## src/hdl/ioc_regs.svh

```systemverilog
// Register offsets, field positions and reset values of the pin change block
`ifndef IOC_REGS_SVH
`define IOC_REGS_SVH

// Byte addresses, one aligned word per register
`define IOC_ADR_C_RISE 8'h00
`define IOC_ADR_C_FALL 8'h04
`define IOC_ADR_C_FLAGS 8'h08
`define IOC_ADR_E_RISE 8'h0c
`define IOC_ADR_E_FALL 8'h10
`define IOC_ADR_E_FLAGS 8'h14
`define IOC_ADR_INT_CTRL 8'h18
`define IOC_ADR_EVT_STATUS 8'h1c
`define IOC_ADR_EVT_MASK 8'h20

// Field positions
`define IOC_E_PIN_BIT 3
`define IOC_IE_BIT 3
`define IOC_SUM_BIT 0
`define IOC_EVT_C_BIT 0
`define IOC_EVT_E_BIT 1

// Reset and fill values
`define IOC_BYTE_RST 8'h00
`define IOC_WORD_FILL 24'h000000

`endif

```

## src/hdl/ioc_pkg.sv

```systemverilog
// Types shared by the pin change interrupt block
package ioc_pkg;

  // Classic Wishbone request from the master
  typedef struct packed {
    logic cyc;
    logic stb;
    logic we;
    logic [7:0] adr;
    logic [3:0] sel;
    logic [31:0] dat;
  } wb_req_t;

  // Wishbone answer from the slave
  typedef struct packed {
    logic ack;
    logic [31:0] dat;
  } wb_rsp_t;

  // Sticky event bits, also the mask layout
  typedef struct packed {
    logic e_edge;
    logic c_edge;
  } evt_t;

endpackage : ioc_pkg

```

## src/hdl/pin_sync.sv

```systemverilog
// Two-stage synchroniser for asynchronous port pins
`timescale 1ns/10ps
module pin_sync #(
  parameter int WIDTH = 9
) (
  // Clock and control
  input logic clk,
  input logic rst_n,
  input logic ce,
  // Pins in, sampled pins out
  input logic [WIDTH-1:0] pins_async,
  output logic [WIDTH-1:0] pins_sync
);

  logic [WIDTH-1:0] stage1_r;
  logic [WIDTH-1:0] stage2_r;

  if (WIDTH < 1)
  begin : g_chk
    $error("pin_sync needs at least one pin");
  end

  // First stage feeds only the second, for metastability settling
  always_ff @(posedge clk)
  begin
    if (!rst_n)
    begin
      stage1_r <= '0;
      stage2_r <= '0;
    end
    else if (ce)
    begin
      stage1_r <= pins_async;
      stage2_r <= stage1_r;
    end
  end

  assign pins_sync = stage2_r;

  sync_delay_a: assert property (
    @(posedge clk) disable iff (!rst_n)
    ((rst_n && ce) ##1 ce) |=> pins_sync == $past(pins_async, 2))
  else $error("synchronised pin does not follow input after two stages");

endmodule : pin_sync

```

## src/hdl/change_flags.sv

```systemverilog
// Edge detection and sticky change flags for one port
`timescale 1ns/10ps
module change_flags #(
  parameter int WIDTH = 8
) (
  // Clock and control
  input logic clk,
  input logic rst_n,
  input logic ce,
  // Synchronised pins and edge enables
  input logic [WIDTH-1:0] pins,
  input logic [WIDTH-1:0] rise_en,
  input logic [WIDTH-1:0] fall_en,
  // Software write of the flags
  input logic wr_en,
  input logic [WIDTH-1:0] wr_data,
  // Flags and edge seen this cycle
  output logic [WIDTH-1:0] flags,
  output logic set_any
);

  logic [WIDTH-1:0] prev_r;
  logic [WIDTH-1:0] flags_r;
  logic [WIDTH-1:0] rise_vec;
  logic [WIDTH-1:0] fall_vec;
  logic [WIDTH-1:0] set_vec;
  logic [WIDTH-1:0] flags_nxt;

  if (WIDTH < 1 || WIDTH > 8)
  begin : g_chk
    $error("change_flags width must be 1 to 8");
  end

  // Compare with last sample; enables gate each direction
  assign rise_vec = pins & ~prev_r & rise_en;
  assign fall_vec = ~pins & prev_r & fall_en;
  assign set_vec = rise_vec | fall_vec;
  assign set_any = ce && (|set_vec);

  // Edge set wins over a clearing write in the same cycle
  assign flags_nxt = (wr_en ? wr_data : flags_r) | set_vec;

  // Flags hold until written; prev tracks the pins
  always_ff @(posedge clk)
  begin
    if (!rst_n)
    begin
      prev_r <= '0;
      flags_r <= '0;
    end
    else if (ce)
    begin
      prev_r <= pins;
      flags_r <= flags_nxt;
    end
  end

  assign flags = flags_r;

  edge_sets_a: assert property (
    @(posedge clk) disable iff (!rst_n)
    (ce && (|set_vec)) |=> ((flags & $past(set_vec)) == $past(set_vec)))
  else $error("enabled edge did not set its flag");

  flag_hold_a: assert property (
    @(posedge clk) disable iff (!rst_n)
    (!wr_en && set_vec == '0) |=> flags == $past(flags))
  else $error("flag changed with no edge and no write");

  set_wins_a: assert property (
    @(posedge clk) disable iff (!rst_n)
    (ce && wr_en && (|set_vec)) |=> ((flags & $past(set_vec)) == $past(set_vec)))
  else $error("edge lost during a flag write");

  both_edges_a: assert property (
    @(posedge clk) disable iff (!rst_n)
    (ce && (|((pins ^ prev_r) & rise_en & fall_en)))
      |=> ((flags & $past((pins ^ prev_r) & rise_en & fall_en)) != '0))
  else $error("pin armed for both edges missed a change");

endmodule : change_flags

```

## src/hdl/pin_change_irq.sv

```systemverilog
// Pin change interrupt logic for the third port and pin 3 of the fifth port
//
// What this block does
// Enabled rising or falling edge sets port C flag
// Flag set by edge or by writing one, cleared by writing zero
// Port E rise enable: only bit 3 implemented
// Port E fall enable: only bit 3 implemented
// Armed edge sets pin flag and summed flag
// Port E flag: only bit 3, hardware set
// Other port E bits read zero, ignore writes
// All enables and flags reset to zero
// Summed flag is OR of all flags
// Interrupt raised when flag set and enable on
// Edge during clearing write leaves flag set
// Both enables detect both edge directions
// Pins synchronised, compared with previous sample
//
// The placing of the registers and the Wishbone slave port were chosen for this implementation.
`timescale 1ns/10ps
`include "ioc_regs.svh"
module pin_change_irq #(
  parameter int C_WIDTH = 8
) (
  // Clock, reset, clock enable
  input logic clk,
  input logic rst_n,
  input logic ce,
  // Wishbone slave
  input ioc_pkg::wb_req_t wb_req,
  output ioc_pkg::wb_rsp_t wb_rsp,
  // Port pins, asynchronous
  input logic [C_WIDTH-1:0] port_c_pin,
  input logic port_e_pin,
  // Flags of the sibling ports A and B, same clock
  input logic sibling_flags_any,
  // Interrupt outputs
  output logic summed_change_flag,
  output logic change_irq,
  output logic irq
);

  if (C_WIDTH < 1 || C_WIDTH > 8)
  begin : g_chk
    $error("port C width must be 1 to 8");
  end

  // Word-aligned address match, low two bits ignored
  function automatic logic reg_hit(input logic [7:0] adr, input logic [7:0] off);
    reg_hit = (adr[7:2] == off[7:2]);
  endfunction : reg_hit

  // Port C value zero-extended to a byte
  function automatic logic [7:0] c_byte(input logic [C_WIDTH-1:0] v);
    logic [7:0] b;
    b = `IOC_BYTE_RST;
    b[C_WIDTH-1:0] = v;
    c_byte = b;
  endfunction : c_byte

  // Single port E bit placed in its byte, all else zero
  function automatic logic [7:0] e_byte(input logic v);
    logic [7:0] b;
    b = `IOC_BYTE_RST;
    b[`IOC_E_PIN_BIT] = v;
    e_byte = b;
  endfunction : e_byte

  // Control byte: change enable and read-only summed flag, all else zero
  function automatic logic [7:0] ctrl_byte(input logic ie, input logic sum);
    logic [7:0] b;
    b = `IOC_BYTE_RST;
    b[`IOC_IE_BIT] = ie;
    b[`IOC_SUM_BIT] = sum;
    ctrl_byte = b;
  endfunction : ctrl_byte

  // Event bits in their byte; status and mask share the layout
  function automatic logic [7:0] evt_byte(input ioc_pkg::evt_t v);
    logic [7:0] b;
    b = `IOC_BYTE_RST;
    b[`IOC_EVT_C_BIT] = v.c_edge;
    b[`IOC_EVT_E_BIT] = v.e_edge;
    evt_byte = b;
  endfunction : evt_byte

  logic [C_WIDTH-1:0] c_sync;
  logic e_sync;
  logic [C_WIDTH-1:0] c_rise_r;
  logic [C_WIDTH-1:0] c_fall_r;
  logic e_rise_r;
  logic e_fall_r;
  logic ie_r;
  ioc_pkg::evt_t evt_status_r;
  ioc_pkg::evt_t evt_mask_r;
  ioc_pkg::evt_t evt_status_nxt;
  ioc_pkg::wb_rsp_t rsp_r;
  logic [C_WIDTH-1:0] c_flags;
  logic [0:0] e_flags;
  logic c_set;
  logic e_set;

  // Bus decode: one access per request, answered in the next cycle
  wire access = ce && wb_req.cyc && wb_req.stb && !rsp_r.ack;
  wire wr_acc = access && wb_req.we && wb_req.sel[0];
  wire rd_acc = access && !wb_req.we;
  wire hit_c_rise = reg_hit(wb_req.adr, `IOC_ADR_C_RISE);
  wire hit_c_fall = reg_hit(wb_req.adr, `IOC_ADR_C_FALL);
  wire hit_c_flags = reg_hit(wb_req.adr, `IOC_ADR_C_FLAGS);
  wire hit_e_rise = reg_hit(wb_req.adr, `IOC_ADR_E_RISE);
  wire hit_e_fall = reg_hit(wb_req.adr, `IOC_ADR_E_FALL);
  wire hit_e_flags = reg_hit(wb_req.adr, `IOC_ADR_E_FLAGS);
  wire hit_ctrl = reg_hit(wb_req.adr, `IOC_ADR_INT_CTRL);
  wire hit_status = reg_hit(wb_req.adr, `IOC_ADR_EVT_STATUS);
  wire hit_mask = reg_hit(wb_req.adr, `IOC_ADR_EVT_MASK);
  wire hit_any = hit_c_rise || hit_c_fall || hit_c_flags || hit_e_rise || hit_e_fall
    || hit_e_flags || hit_ctrl || hit_status || hit_mask;
  wire [7:0] wr_byte = wb_req.dat[7:0];
  wire e_wr_bit = wb_req.dat[`IOC_E_PIN_BIT];

  // Pins cross into the clock domain before any edge logic
  pin_sync #(
    .WIDTH(C_WIDTH + 1)
  ) u_sync (
    .clk(clk),
    .rst_n(rst_n),
    .ce(ce),
    .pins_async({port_e_pin, port_c_pin}),
    .pins_sync({e_sync, c_sync})
  );

  // Port C edge detection and flags
  change_flags #(
    .WIDTH(C_WIDTH)
  ) u_c_flags (
    .clk(clk),
    .rst_n(rst_n),
    .ce(ce),
    .pins(c_sync),
    .rise_en(c_rise_r),
    .fall_en(c_fall_r),
    .wr_en(wr_acc && hit_c_flags),
    .wr_data(wr_byte[C_WIDTH-1:0]),
    .flags(c_flags),
    .set_any(c_set)
  );

  // Port E has one implemented pin; its neighbours do not exist
  change_flags #(
    .WIDTH(1)
  ) u_e_flags (
    .clk(clk),
    .rst_n(rst_n),
    .ce(ce),
    .pins(e_sync),
    .rise_en(e_rise_r),
    .fall_en(e_fall_r),
    .wr_en(wr_acc && hit_e_flags),
    .wr_data(e_wr_bit),
    .flags(e_flags),
    .set_any(e_set)
  );

  // Enable registers; port E keeps only its bit 3
  always_ff @(posedge clk)
  begin
    if (!rst_n)
    begin
      c_rise_r <= '0;
      c_fall_r <= '0;
      e_rise_r <= 1'b0;
      e_fall_r <= 1'b0;
      ie_r <= 1'b0;
      evt_mask_r <= '0;
    end
    else if (wr_acc)
    begin
      if (hit_c_rise)
        c_rise_r <= wr_byte[C_WIDTH-1:0];
      if (hit_c_fall)
        c_fall_r <= wr_byte[C_WIDTH-1:0];
      if (hit_e_rise)
        e_rise_r <= e_wr_bit;
      if (hit_e_fall)
        e_fall_r <= e_wr_bit;
      if (hit_ctrl)
        ie_r <= wr_byte[`IOC_IE_BIT];
      if (hit_mask)
      begin
        evt_mask_r.c_edge <= wr_byte[`IOC_EVT_C_BIT];
        evt_mask_r.e_edge <= wr_byte[`IOC_EVT_E_BIT];
      end
    end
  end

  // Sticky events; a new edge beats the clearing read
  wire status_rd = rd_acc && hit_status;
  assign evt_status_nxt = '{e_edge: (evt_status_r.e_edge && !status_rd) || e_set,
    c_edge: (evt_status_r.c_edge && !status_rd) || c_set};

  always_ff @(posedge clk)
  begin
    if (!rst_n)
      evt_status_r <= '0;
    else if (ce)
      evt_status_r <= evt_status_nxt;
  end

  // Summed flag covers every port, siblings included
  assign summed_change_flag = (|c_flags) || e_flags[0] || sibling_flags_any;
  assign change_irq = summed_change_flag && ie_r;
  assign irq = |(evt_status_r & evt_mask_r);

  // Read mux; unmapped addresses read zero and ignore writes
  wire [7:0] rd_byte =
    hit_c_rise ? c_byte(c_rise_r) :
    hit_c_fall ? c_byte(c_fall_r) :
    hit_c_flags ? c_byte(c_flags) :
    hit_e_rise ? e_byte(e_rise_r) :
    hit_e_fall ? e_byte(e_fall_r) :
    hit_e_flags ? e_byte(e_flags[0]) :
    hit_ctrl ? ctrl_byte(ie_r, summed_change_flag) :
    hit_status ? evt_byte(evt_status_r) :
    hit_mask ? evt_byte(evt_mask_r) :
    `IOC_BYTE_RST;

  // Ack for one cycle; data captured before any read-clear lands
  always_ff @(posedge clk)
  begin
    if (!rst_n)
      rsp_r <= '0;
    else if (ce)
    begin
      rsp_r.ack <= access;
      if (rd_acc)
        rsp_r.dat <= {`IOC_WORD_FILL, rd_byte};
    end
  end

  assign wb_rsp = rsp_r;

  ack_single_a: assert property (
    @(posedge clk) disable iff (!rst_n)
    wb_rsp.ack |=> !wb_rsp.ack)
  else $error("ack held longer than one cycle");

  e_unimpl_zero_a: assert property (
    @(posedge clk) disable iff (!rst_n)
    (rd_acc && (hit_e_rise || hit_e_fall || hit_e_flags))
      |=> (wb_rsp.dat & ~{`IOC_WORD_FILL, e_byte(1'b1)}) == '0)
  else $error("unimplemented port E bits read nonzero");

  e_rise_write_a: assert property (
    @(posedge clk) disable iff (!rst_n)
    (wr_acc && hit_e_rise) |=> e_rise_r == $past(e_wr_bit))
  else $error("port E rise enable did not take bit 3");

  e_fall_write_a: assert property (
    @(posedge clk) disable iff (!rst_n)
    (wr_acc && hit_e_fall) |=> e_fall_r == $past(e_wr_bit))
  else $error("port E fall enable did not take bit 3");

  e_edge_flag_a: assert property (
    @(posedge clk) disable iff (!rst_n)
    (e_set && !sibling_flags_any) |=> (e_flags[0] && summed_change_flag))
  else $error("port E edge did not set flag and summed flag");

  summed_or_a: assert property (
    @(posedge clk) disable iff (!rst_n)
    (|c_flags) |-> summed_change_flag)
  else $error("summed flag low with a port C flag set");

  irq_raise_a: assert property (
    @(posedge clk) disable iff (!rst_n)
    (c_set && ie_r && !wr_acc) |=> change_irq)
  else $error("change interrupt not raised after enabled edge");

  reset_clear_a: assert property (
    @(posedge clk)
    !rst_n |=> (c_rise_r == '0 && c_fall_r == '0 && !e_rise_r && !e_fall_r
      && c_flags == '0 && !e_flags[0] && !wb_rsp.ack))
  else $error("enable or flag not zero after reset");

  ack_answer_a: assert property (
    @(posedge clk) disable iff (!rst_n)
    access |=> wb_rsp.ack)
  else $error("bus request not answered in the next cycle");

  unmapped_zero_a: assert property (
    @(posedge clk) disable iff (!rst_n)
    (rd_acc && !hit_any) |=> wb_rsp.dat == '0)
  else $error("unmapped address read nonzero");

  flag_write_a: assert property (
    @(posedge clk) disable iff (!rst_n)
    (wr_acc && hit_c_flags && !c_set) |=> c_flags == $past(wr_byte[C_WIDTH-1:0]))
  else $error("port C flag write did not land");

  e_flag_write_a: assert property (
    @(posedge clk) disable iff (!rst_n)
    (wr_acc && hit_e_flags && !e_set) |=> e_flags[0] == $past(e_wr_bit))
  else $error("port E flag write did not take bit 3");

  summed_c_edge_a: assert property (
    @(posedge clk) disable iff (!rst_n)
    c_set |=> (summed_change_flag && c_flags != '0))
  else $error("port C edge did not set flag and summed flag");

  status_set_a: assert property (
    @(posedge clk) disable iff (!rst_n)
    (c_set || e_set)
      |=> ((evt_status_r.c_edge || !$past(c_set)) && (evt_status_r.e_edge || !$past(e_set))))
  else $error("edge event lost from status");

  status_clear_a: assert property (
    @(posedge clk) disable iff (!rst_n)
    (status_rd && !c_set && !e_set) |=> evt_status_r == '0)
  else $error("status read did not clear events");

endmodule : pin_change_irq

```

## config.mk

```make
export PLATFORM = sky130hd
export DESIGN_NAME = pin_change_irq
export DESIGN_NICKNAME = d
export VERILOG_FILES = /design/src/hdl/ioc_pkg.sv /design/src/hdl/pin_sync.sv /design/src/hdl/change_flags.sv /design/src/hdl/pin_change_irq.sv
export VERILOG_INCLUDE_DIRS = /design/src /design/src/hdl
export SDC_FILE = /design/constraint.sdc
export NUM_CORES = 1
export LEC_CHECK = 0
export BUFFER_PORTS_ARGS = -buffer_cell sky130_fd_sc_hd__buf_2
export CORE_MARGIN = 2
export CORE_UTILIZATION = 25
export CTS_BUF_LIST = sky130_fd_sc_hd__clkbuf_4
export DETAILED_ROUTE_END_ITERATION = 6
export PLACE_DENSITY = 0.54
export SYNTH_ARGS = -nofsm -noshare
export SYNTH_HDL_FRONTEND = slang
export SYNTH_HIERARCHICAL = 1
export SYNTH_SLANG_ARGS = --single-unit
```

## constraint.sdc

```tcl
create_clock -name clk -period 5.2 [get_ports clk]
set_input_delay 0.52 -clock clk [delete_from_list [all_inputs] [get_ports clk]]
set_output_delay 0.52 -clock clk [all_outputs]
set_load 0.01 [all_outputs]
```

==> flow_metrics.tcl, run 1 <==
set metrics [dict create \
    power_mw 1.03 \
    regArea_mm2 0.00136 \
    cts_resized 0 \
    clock_latency_ns 0.41 \
    maxSlewViolCount 0 \
    layout_min_cycle_time_ns 2.48 \
    synth-edff-count 0 \
    swShare_pct 25.8 \
    power_frac_seq_pct 52.2 \
    clk_pin_slew_ns 0.13 \
    crit_fanout 45 \
    coreArea_mm2 0.0138 \
    hp-class "in -> reg" \
    fillCellCount 1496 \
    dp_cells 582 \
    p_comb_share_pct 8.5 \
    pre_cts_ws_ns 2.22 \
    cts_tree "done" \
    final_common_cell "dfxtp_1" \
    first_pass_iters 4 \
    post-route-period-util_pct 47.7 \
    area_growth_pct 11.1 \
    synth_ff_type "dfxtp_1" \
    worstPathCellList "buf_2 > buf_4 > nand4b_1 > nor4_4 > o21ai_0" \
    clock_skew_ns 0.0148 \
    multi_input_area_mm2 0.00188 \
    p_leak_nw 1.43 \
    htree_num_levels 3 \
    outcome "finished, final reports clean" \
    clockPowerShare_pct 39.3 \
    worst-slew-pin-transition_ns 0.796 \
    fp.dieArea_mm2 0.0151 \
    holdCritStartpoint "port_c_pin[4]" \
    first_global_vias 2514 \
    finalHoldViolCount 0 \
    vias 2722 \
    cts_num_sinks 68 \
    viasPerCell 4.55 \
    maxSlewHeadroom_pct 46.5 \
    intPower_mw 0.762 \
    rsz0062_at_grt "false" \
    grt_antenna_before_repair 0 \
    drc 0 \
    grt.overflow.total 0 \
    slowest_stage "nor4_4" \
    crit_type "in -> reg" \
    path_buf_inv 2 \
    ys_warn_count 6 \
    r2r_start "wb_rsp[32]$_SDFFE_PN0P_" \
    syn_area_mm2 0.00353 \
    io_pins 96 \
    cts_root_buf "clkbuf_4" \
    die_y_um 123 \
    async_flop_share_pct 0 \
    rrSetupSlack_ns 3.20 \
    max_freq_ghz 0.403 \
    hold_path_depth 3 \
    setup_slack_ns 2.72 \
    grt_max_degree 47 \
    path_delay_family "simple AND/OR/NAND/NOR gates" \
    drt_iter0_drc 208 \
    crit_end "c_fall_r[3]$_SDFFE_PN0P_" \
    p_sw_mw 0.265 \
    synthCells 377 \
    tns_ns 0 \
    powerDensity_mw_per_mm2 262 \
    mostFrequentLayoutCells "dfxtp_1 (68), mux2i_1 (45), nor2b_1 (43)" \
    critPathRequiredTime_ns 5.47 \
    layout.cells.non_filler 598 \
    crit_start "ce" \
    die_w_um 123 \
    synth_cell_types 54 \
    hold_ws_ns 0.360 \
    yosysSeqAreaShare_pct 38.6 \
    antenna_cells 0 \
    vdd_drop_max_uv 107 \
    drive_above_1_share_pct 18.7 \
    setup_viol 0 \
    cts-buffers-inserted 9 \
    hold_buffers 0 \
    critPathArrivalTime_ns 2.75 \
    wirelength_mm 8.10 \
    hpwl_mm 5.79 \
    place_congestion 0.872 \
    r2r_cells 3 \
    ant_nets 0 \
    grt_util_all_layers_pct 11.1 \
    port_buffers 42 \
    r2r_end "c_fall_r[3]$_SDFFE_PN0P_" \
    setup.worst_path.start_class "input port" \
    cp.depth 5 \
    row_count 43 \
    avgSynthCellArea_um2 9.36 \
    cp_slowest_stage_delay_ns 0.86 \
    clk_path_buf_depth 2 \
    avgRoutedWirePerCell_um 13.6 \
    post-cts-setup-buffer-count 0 \
    synth-seq-cells 68 \
    cap_violations 0 \
    nets 473 \
    initial_core_util_pct 25.5 \
    grt_pass1_wl_mm 12.9 \
    endpoint_kind "register" \
]
==> per-stage QoR <==
stage                     utilization (%)  cell area [um^2]
after floorplan                         -              3610
after global placement               27.1              3750
after detailed placement             27.1              3750
after CTS                            28.4              3920
after global routing                 28.4              3920
final                                28.4              3920
==> power by group through the flow <==
stage | clock (mW) | combinational (mW) | sequential [mW]
2_1_floorplan | 0 | 0.0744 | 0.546
3_3_place_gp | 0 | 0.0864 | 0.547
3_5_place_dp | 0 | 0.0875 | 0.548
4_1_cts | 0.419 | 0.0878 | 0.536
5_1_grt | 0.441 | 0.0967 | 0.538
6_report | 0.403 | 0.0875 | 0.536
==> synth_stat cells (all sizes together), types with 2 or more instances <==
cell type / count / area [um^2]
nand4b: 3 / 26.3
clkbuf: 10 / 47.5
dfxtp: 68 / 1360
and2: 2 / 12.5
a21boi: 4 / 30.0
nor3: 4 / 20.0
a22oi: 5 / 37.5
or3: 3 / 18.8
o31ai: 9 / 108
nor2: 4 / 15.0
o2bb2ai: 8 / 70.1
nand3b: 9 / 67.6
nand3: 13 / 65.1
nor4: 8 / 71.3
a211oi: 2 / 15.0
mux2i: 45 / 450
o21ai: 30 / 158
nor2b: 43 / 269
buf: 34 / 279
a21oi: 12 / 60.1
inv: 11 / 41.3
nand2: 26 / 116
nand2b: 5 / 31.3
==> metal layers <==
layer	global-route usage [%]	wire, um
met1	15.1	3940
met2	16.7	3460
met3	3.21	642
met4	3.59	56
met5	0	0
==> cell families (layout without fill, tap and decap cells) <==
kind of cell,after synthesis,in the layout,share of synthesized area (%)
and+or+nand+nor,128,128,22.0
DFF,68,68,38.6
other,1,24,0.106
AOI/OAI and AO/OA,79,79,15.6
muxes,46,46,13.2
buffers and inverters,55,73,10.4
==> layout make-up <==
type	instances	area share, %
Clock inverter	7	2.55
Multi-Input combinational cell	277	48.1
Timing Repair Buffer	46	6.13
Tap cell	180	5.75
Clock buffer	9	1.72
Inverter	11	1.05
Sequential cell	68	34.7
==> flip-flops by register name, summed over array words and instances (netlist names), 2 cells and up <==
signal / cells
u_sync/stage1_r: 9
u_c_flags/prev_r: 8
c_rise_r: 8
evt_mask_r: 2
c_fall_r: 8
evt_status_r: 2
wb_rsp: 9
u_c_flags/flags: 8
u_sync/pins_sync: 9
==> worst register-to-register path, stage by stage, from the launching register on <==
cell      delay (ns)
dfxtp_1         0.34
nand4b_1        0.44
nor4_4          0.86
o21ai_0         0.22
==> how the worst min path moves through the flow <==
stage	end	slack (ns)
final	u_sync/stage1_r[4]$_SDFFE_PN0P_	0.36
after floorplan	u_c_flags/flags[5]$_SDFFE_PN0P_	0.44
after global placement	u_c_flags/flags[7]$_SDFFE_PN0P_	0.45
after detailed placement	u_c_flags/flags[7]$_SDFFE_PN0P_	0.45
after global routing	u_sync/stage1_r[5]$_SDFFE_PN0P_	0.32
after CTS	u_sync/stage1_r[2]$_SDFFE_PN0P_	0.32
(Power assumes the default switching activity.)
==> inputs of run 2 (changes only) <==
- PLACE_DENSITY: 0.54 -> 0.56
- clock period: 5.2 -> 2.2 ns (I/O delays scaled with it)
==> flow_metrics.tcl, run 2 (synthesis gave the netlist of run 1 again) <==
set metrics [dict create \
    outcome "finished, final reports clean" \
    row_count 43 \
    mostFrequentLayoutCells "dfxtp_1 (68), mux2i_1 (45), nor2b_1 (43)" \
    finalInstanceArea_mm2 0.00397 \
    area_growth_pct 12.6 \
    nets 482 \
    maxSlewHeadroom_pct 56.0 \
    die_y_um 123 \
    post-route-period-util_pct 86.7 \
    p_leak_nw 1.46 \
    clk_pin_slew_ns 0.13 \
    multi_input_area_mm2 0.00188 \
    slowest_stage "dfxtp_1" \
    cts_resized 0 \
    avgRoutedWirePerCell_um 13.8 \
    grt_antenna_before_repair 0 \
    clk_path_buf_depth 2 \
    grt_pass1_wl_mm 13.6 \
    fp.dieArea_mm2 0.0151 \
    cap_violations 0 \
    cp_slowest_stage_delay_ns 0.35 \
    hpwl_mm 6.07 \
    max_freq_ghz 0.524 \
    clock_skew_ns 0.0189 \
    rrSetupSlack_ns 0.49 \
    first_global_vias 2650 \
    drc 0 \
    placed_cell_area_mm2 0.00381 \
    clock_latency_ns 0.44 \
    htree_num_levels 3 \
    crit_type "reg -> out" \
    layout_min_cycle_time_ns 1.91 \
    critPathRequiredTime_ns 1.98 \
    drt_iter0_drc 220 \
    port_buffers 42 \
    ant_nets 0 \
    grt.overflow.total 0 \
    cts_tree "done" \
    wirelength_mm 8.39 \
    vdd_drop_max_uv 212 \
    die_w_um 123 \
    setup_viol 0 \
    setup.worst_path.start_class "register" \
    final_common_cell "dfxtp_1" \
    first_pass_iters 5 \
    dp_cells 590 \
    place_congestion 0.811 \
    worstPathCellList "nor4_1 > nand3_1 > and2_1 > buf_2" \
    cts_num_sinks 68 \
    powerDensity_mw_per_mm2 594 \
    io_pins 96 \
    drive_above_1_share_pct 20.1 \
    maxSlewViolCount 0 \
    endpoint_kind "output port" \
    crit_fanout 3 \
    post-route-util_pct 28.7 \
    critPathArrivalTime_ns 1.69 \
    grt_max_degree 44 \
    fillCellCount 1497 \
    coreArea_mm2 0.0138 \
    regArea_mm2 0.00136 \
    power_mw 2.36 \
    rsz0062_at_grt "false" \
    antenna_cells 0 \
    initial_core_util_pct 25.5 \
    hp-class "in -> reg" \
    grt_util_all_layers_pct 11.8 \
    cts-buffers-inserted 9 \
    finalHoldViolCount 0 \
    worst-slew-pin-transition_ns 0.660 \
    cts_root_buf "clkbuf_4" \
    layout.cells.non_filler 607 \
    viasPerCell 4.57 \
    tns_ns 0 \
    vias 2772 \
]
==> run 2: cell count changes in the layout (fill, tap and decap cells not counted), moves of 2 or more <==
cell and change:
inv_6 +2, clkinv_4 -3, clkinvlp_4 +2, buf_4 +8
==> run 2: through the flow <==
stage / hold WS, ns / setup slack (ns)
after global placement: 0.454 / 0.315
after detailed placement: 0.461 / 0.290
after CTS: 0.0000928 / 0.243
final: 0.0397 / 0.292
after global routing: 0.00542 / 0.173
after floorplan: 0.337 / 0.374
==> run 2: report_power, final <==
part,total (mW),internal [mW],switching [mW]
clock,0.878,0.365,0.513
combinational,0.215,0.0857,0.129
sequential,1.27,1.25,0.0154
total,2.36,1.70,0.658
==> run 2: worst max-delay path: cells and delay by family, from the launching register on <==
kind / cells / cell delay [ns]
DFF: 1 / 0.35
buffers and inverters: 1 / 0.14
and+or+nand+nor: 3 / 0.78
==> run 2: layer usage <==
| layer | track usage (%) | up-vias | share of wire, % |
|---|---|---|---|
| met3 | 4.32 | 8 | 7.2 |
| met2 | 17.5 | 94 | 43 |
| li1 | - | 1393 | - |
| met4 | 3.38 | 0 | 0.70 |
| met1 | 16.1 | 1277 | 49 |
| met5 | 0 | - | 0 |
==> run 2: path summary, 6_finish.rpt <==
path                                         from                         endpoint  depth (start not counted)
setup / recovery  u_c_flags/flags[7]$_SDFFE_PN0P_                       change_irq                          4
hold / removal                      port_c_pin[7]  u_sync/stage1_r[7]$_SDFFE_PN0P_                          3
setup reg to reg          wb_rsp[32]$_SDFFE_PN0P_     u_e_flags/flags$_SDFFE_PN0P_                          6
hold reg to reg   u_c_flags/flags[1]$_SDFFE_PN0P_  u_c_flags/flags[1]$_SDFFE_PN0P_                          2
==> run 2: area by class of cell <==
type                       count  area share (%)
tap                          180            5.67
multi-input combinational    277            47.4
timing repair buffer          55            7.81
inverter                      11            1.04
clock inverter                 7            2.08
clock buffer                   9            1.70
sequential                    68            34.3
==> run 2: what timing repair did <==
item | 4_1_cts | 5_1_grt
hold buffers | 1 | 0
endpoints found under the setup margin | 0 | 0
endpoints found under the hold margin | 1 | 0
buffers inserted | 0 | 0
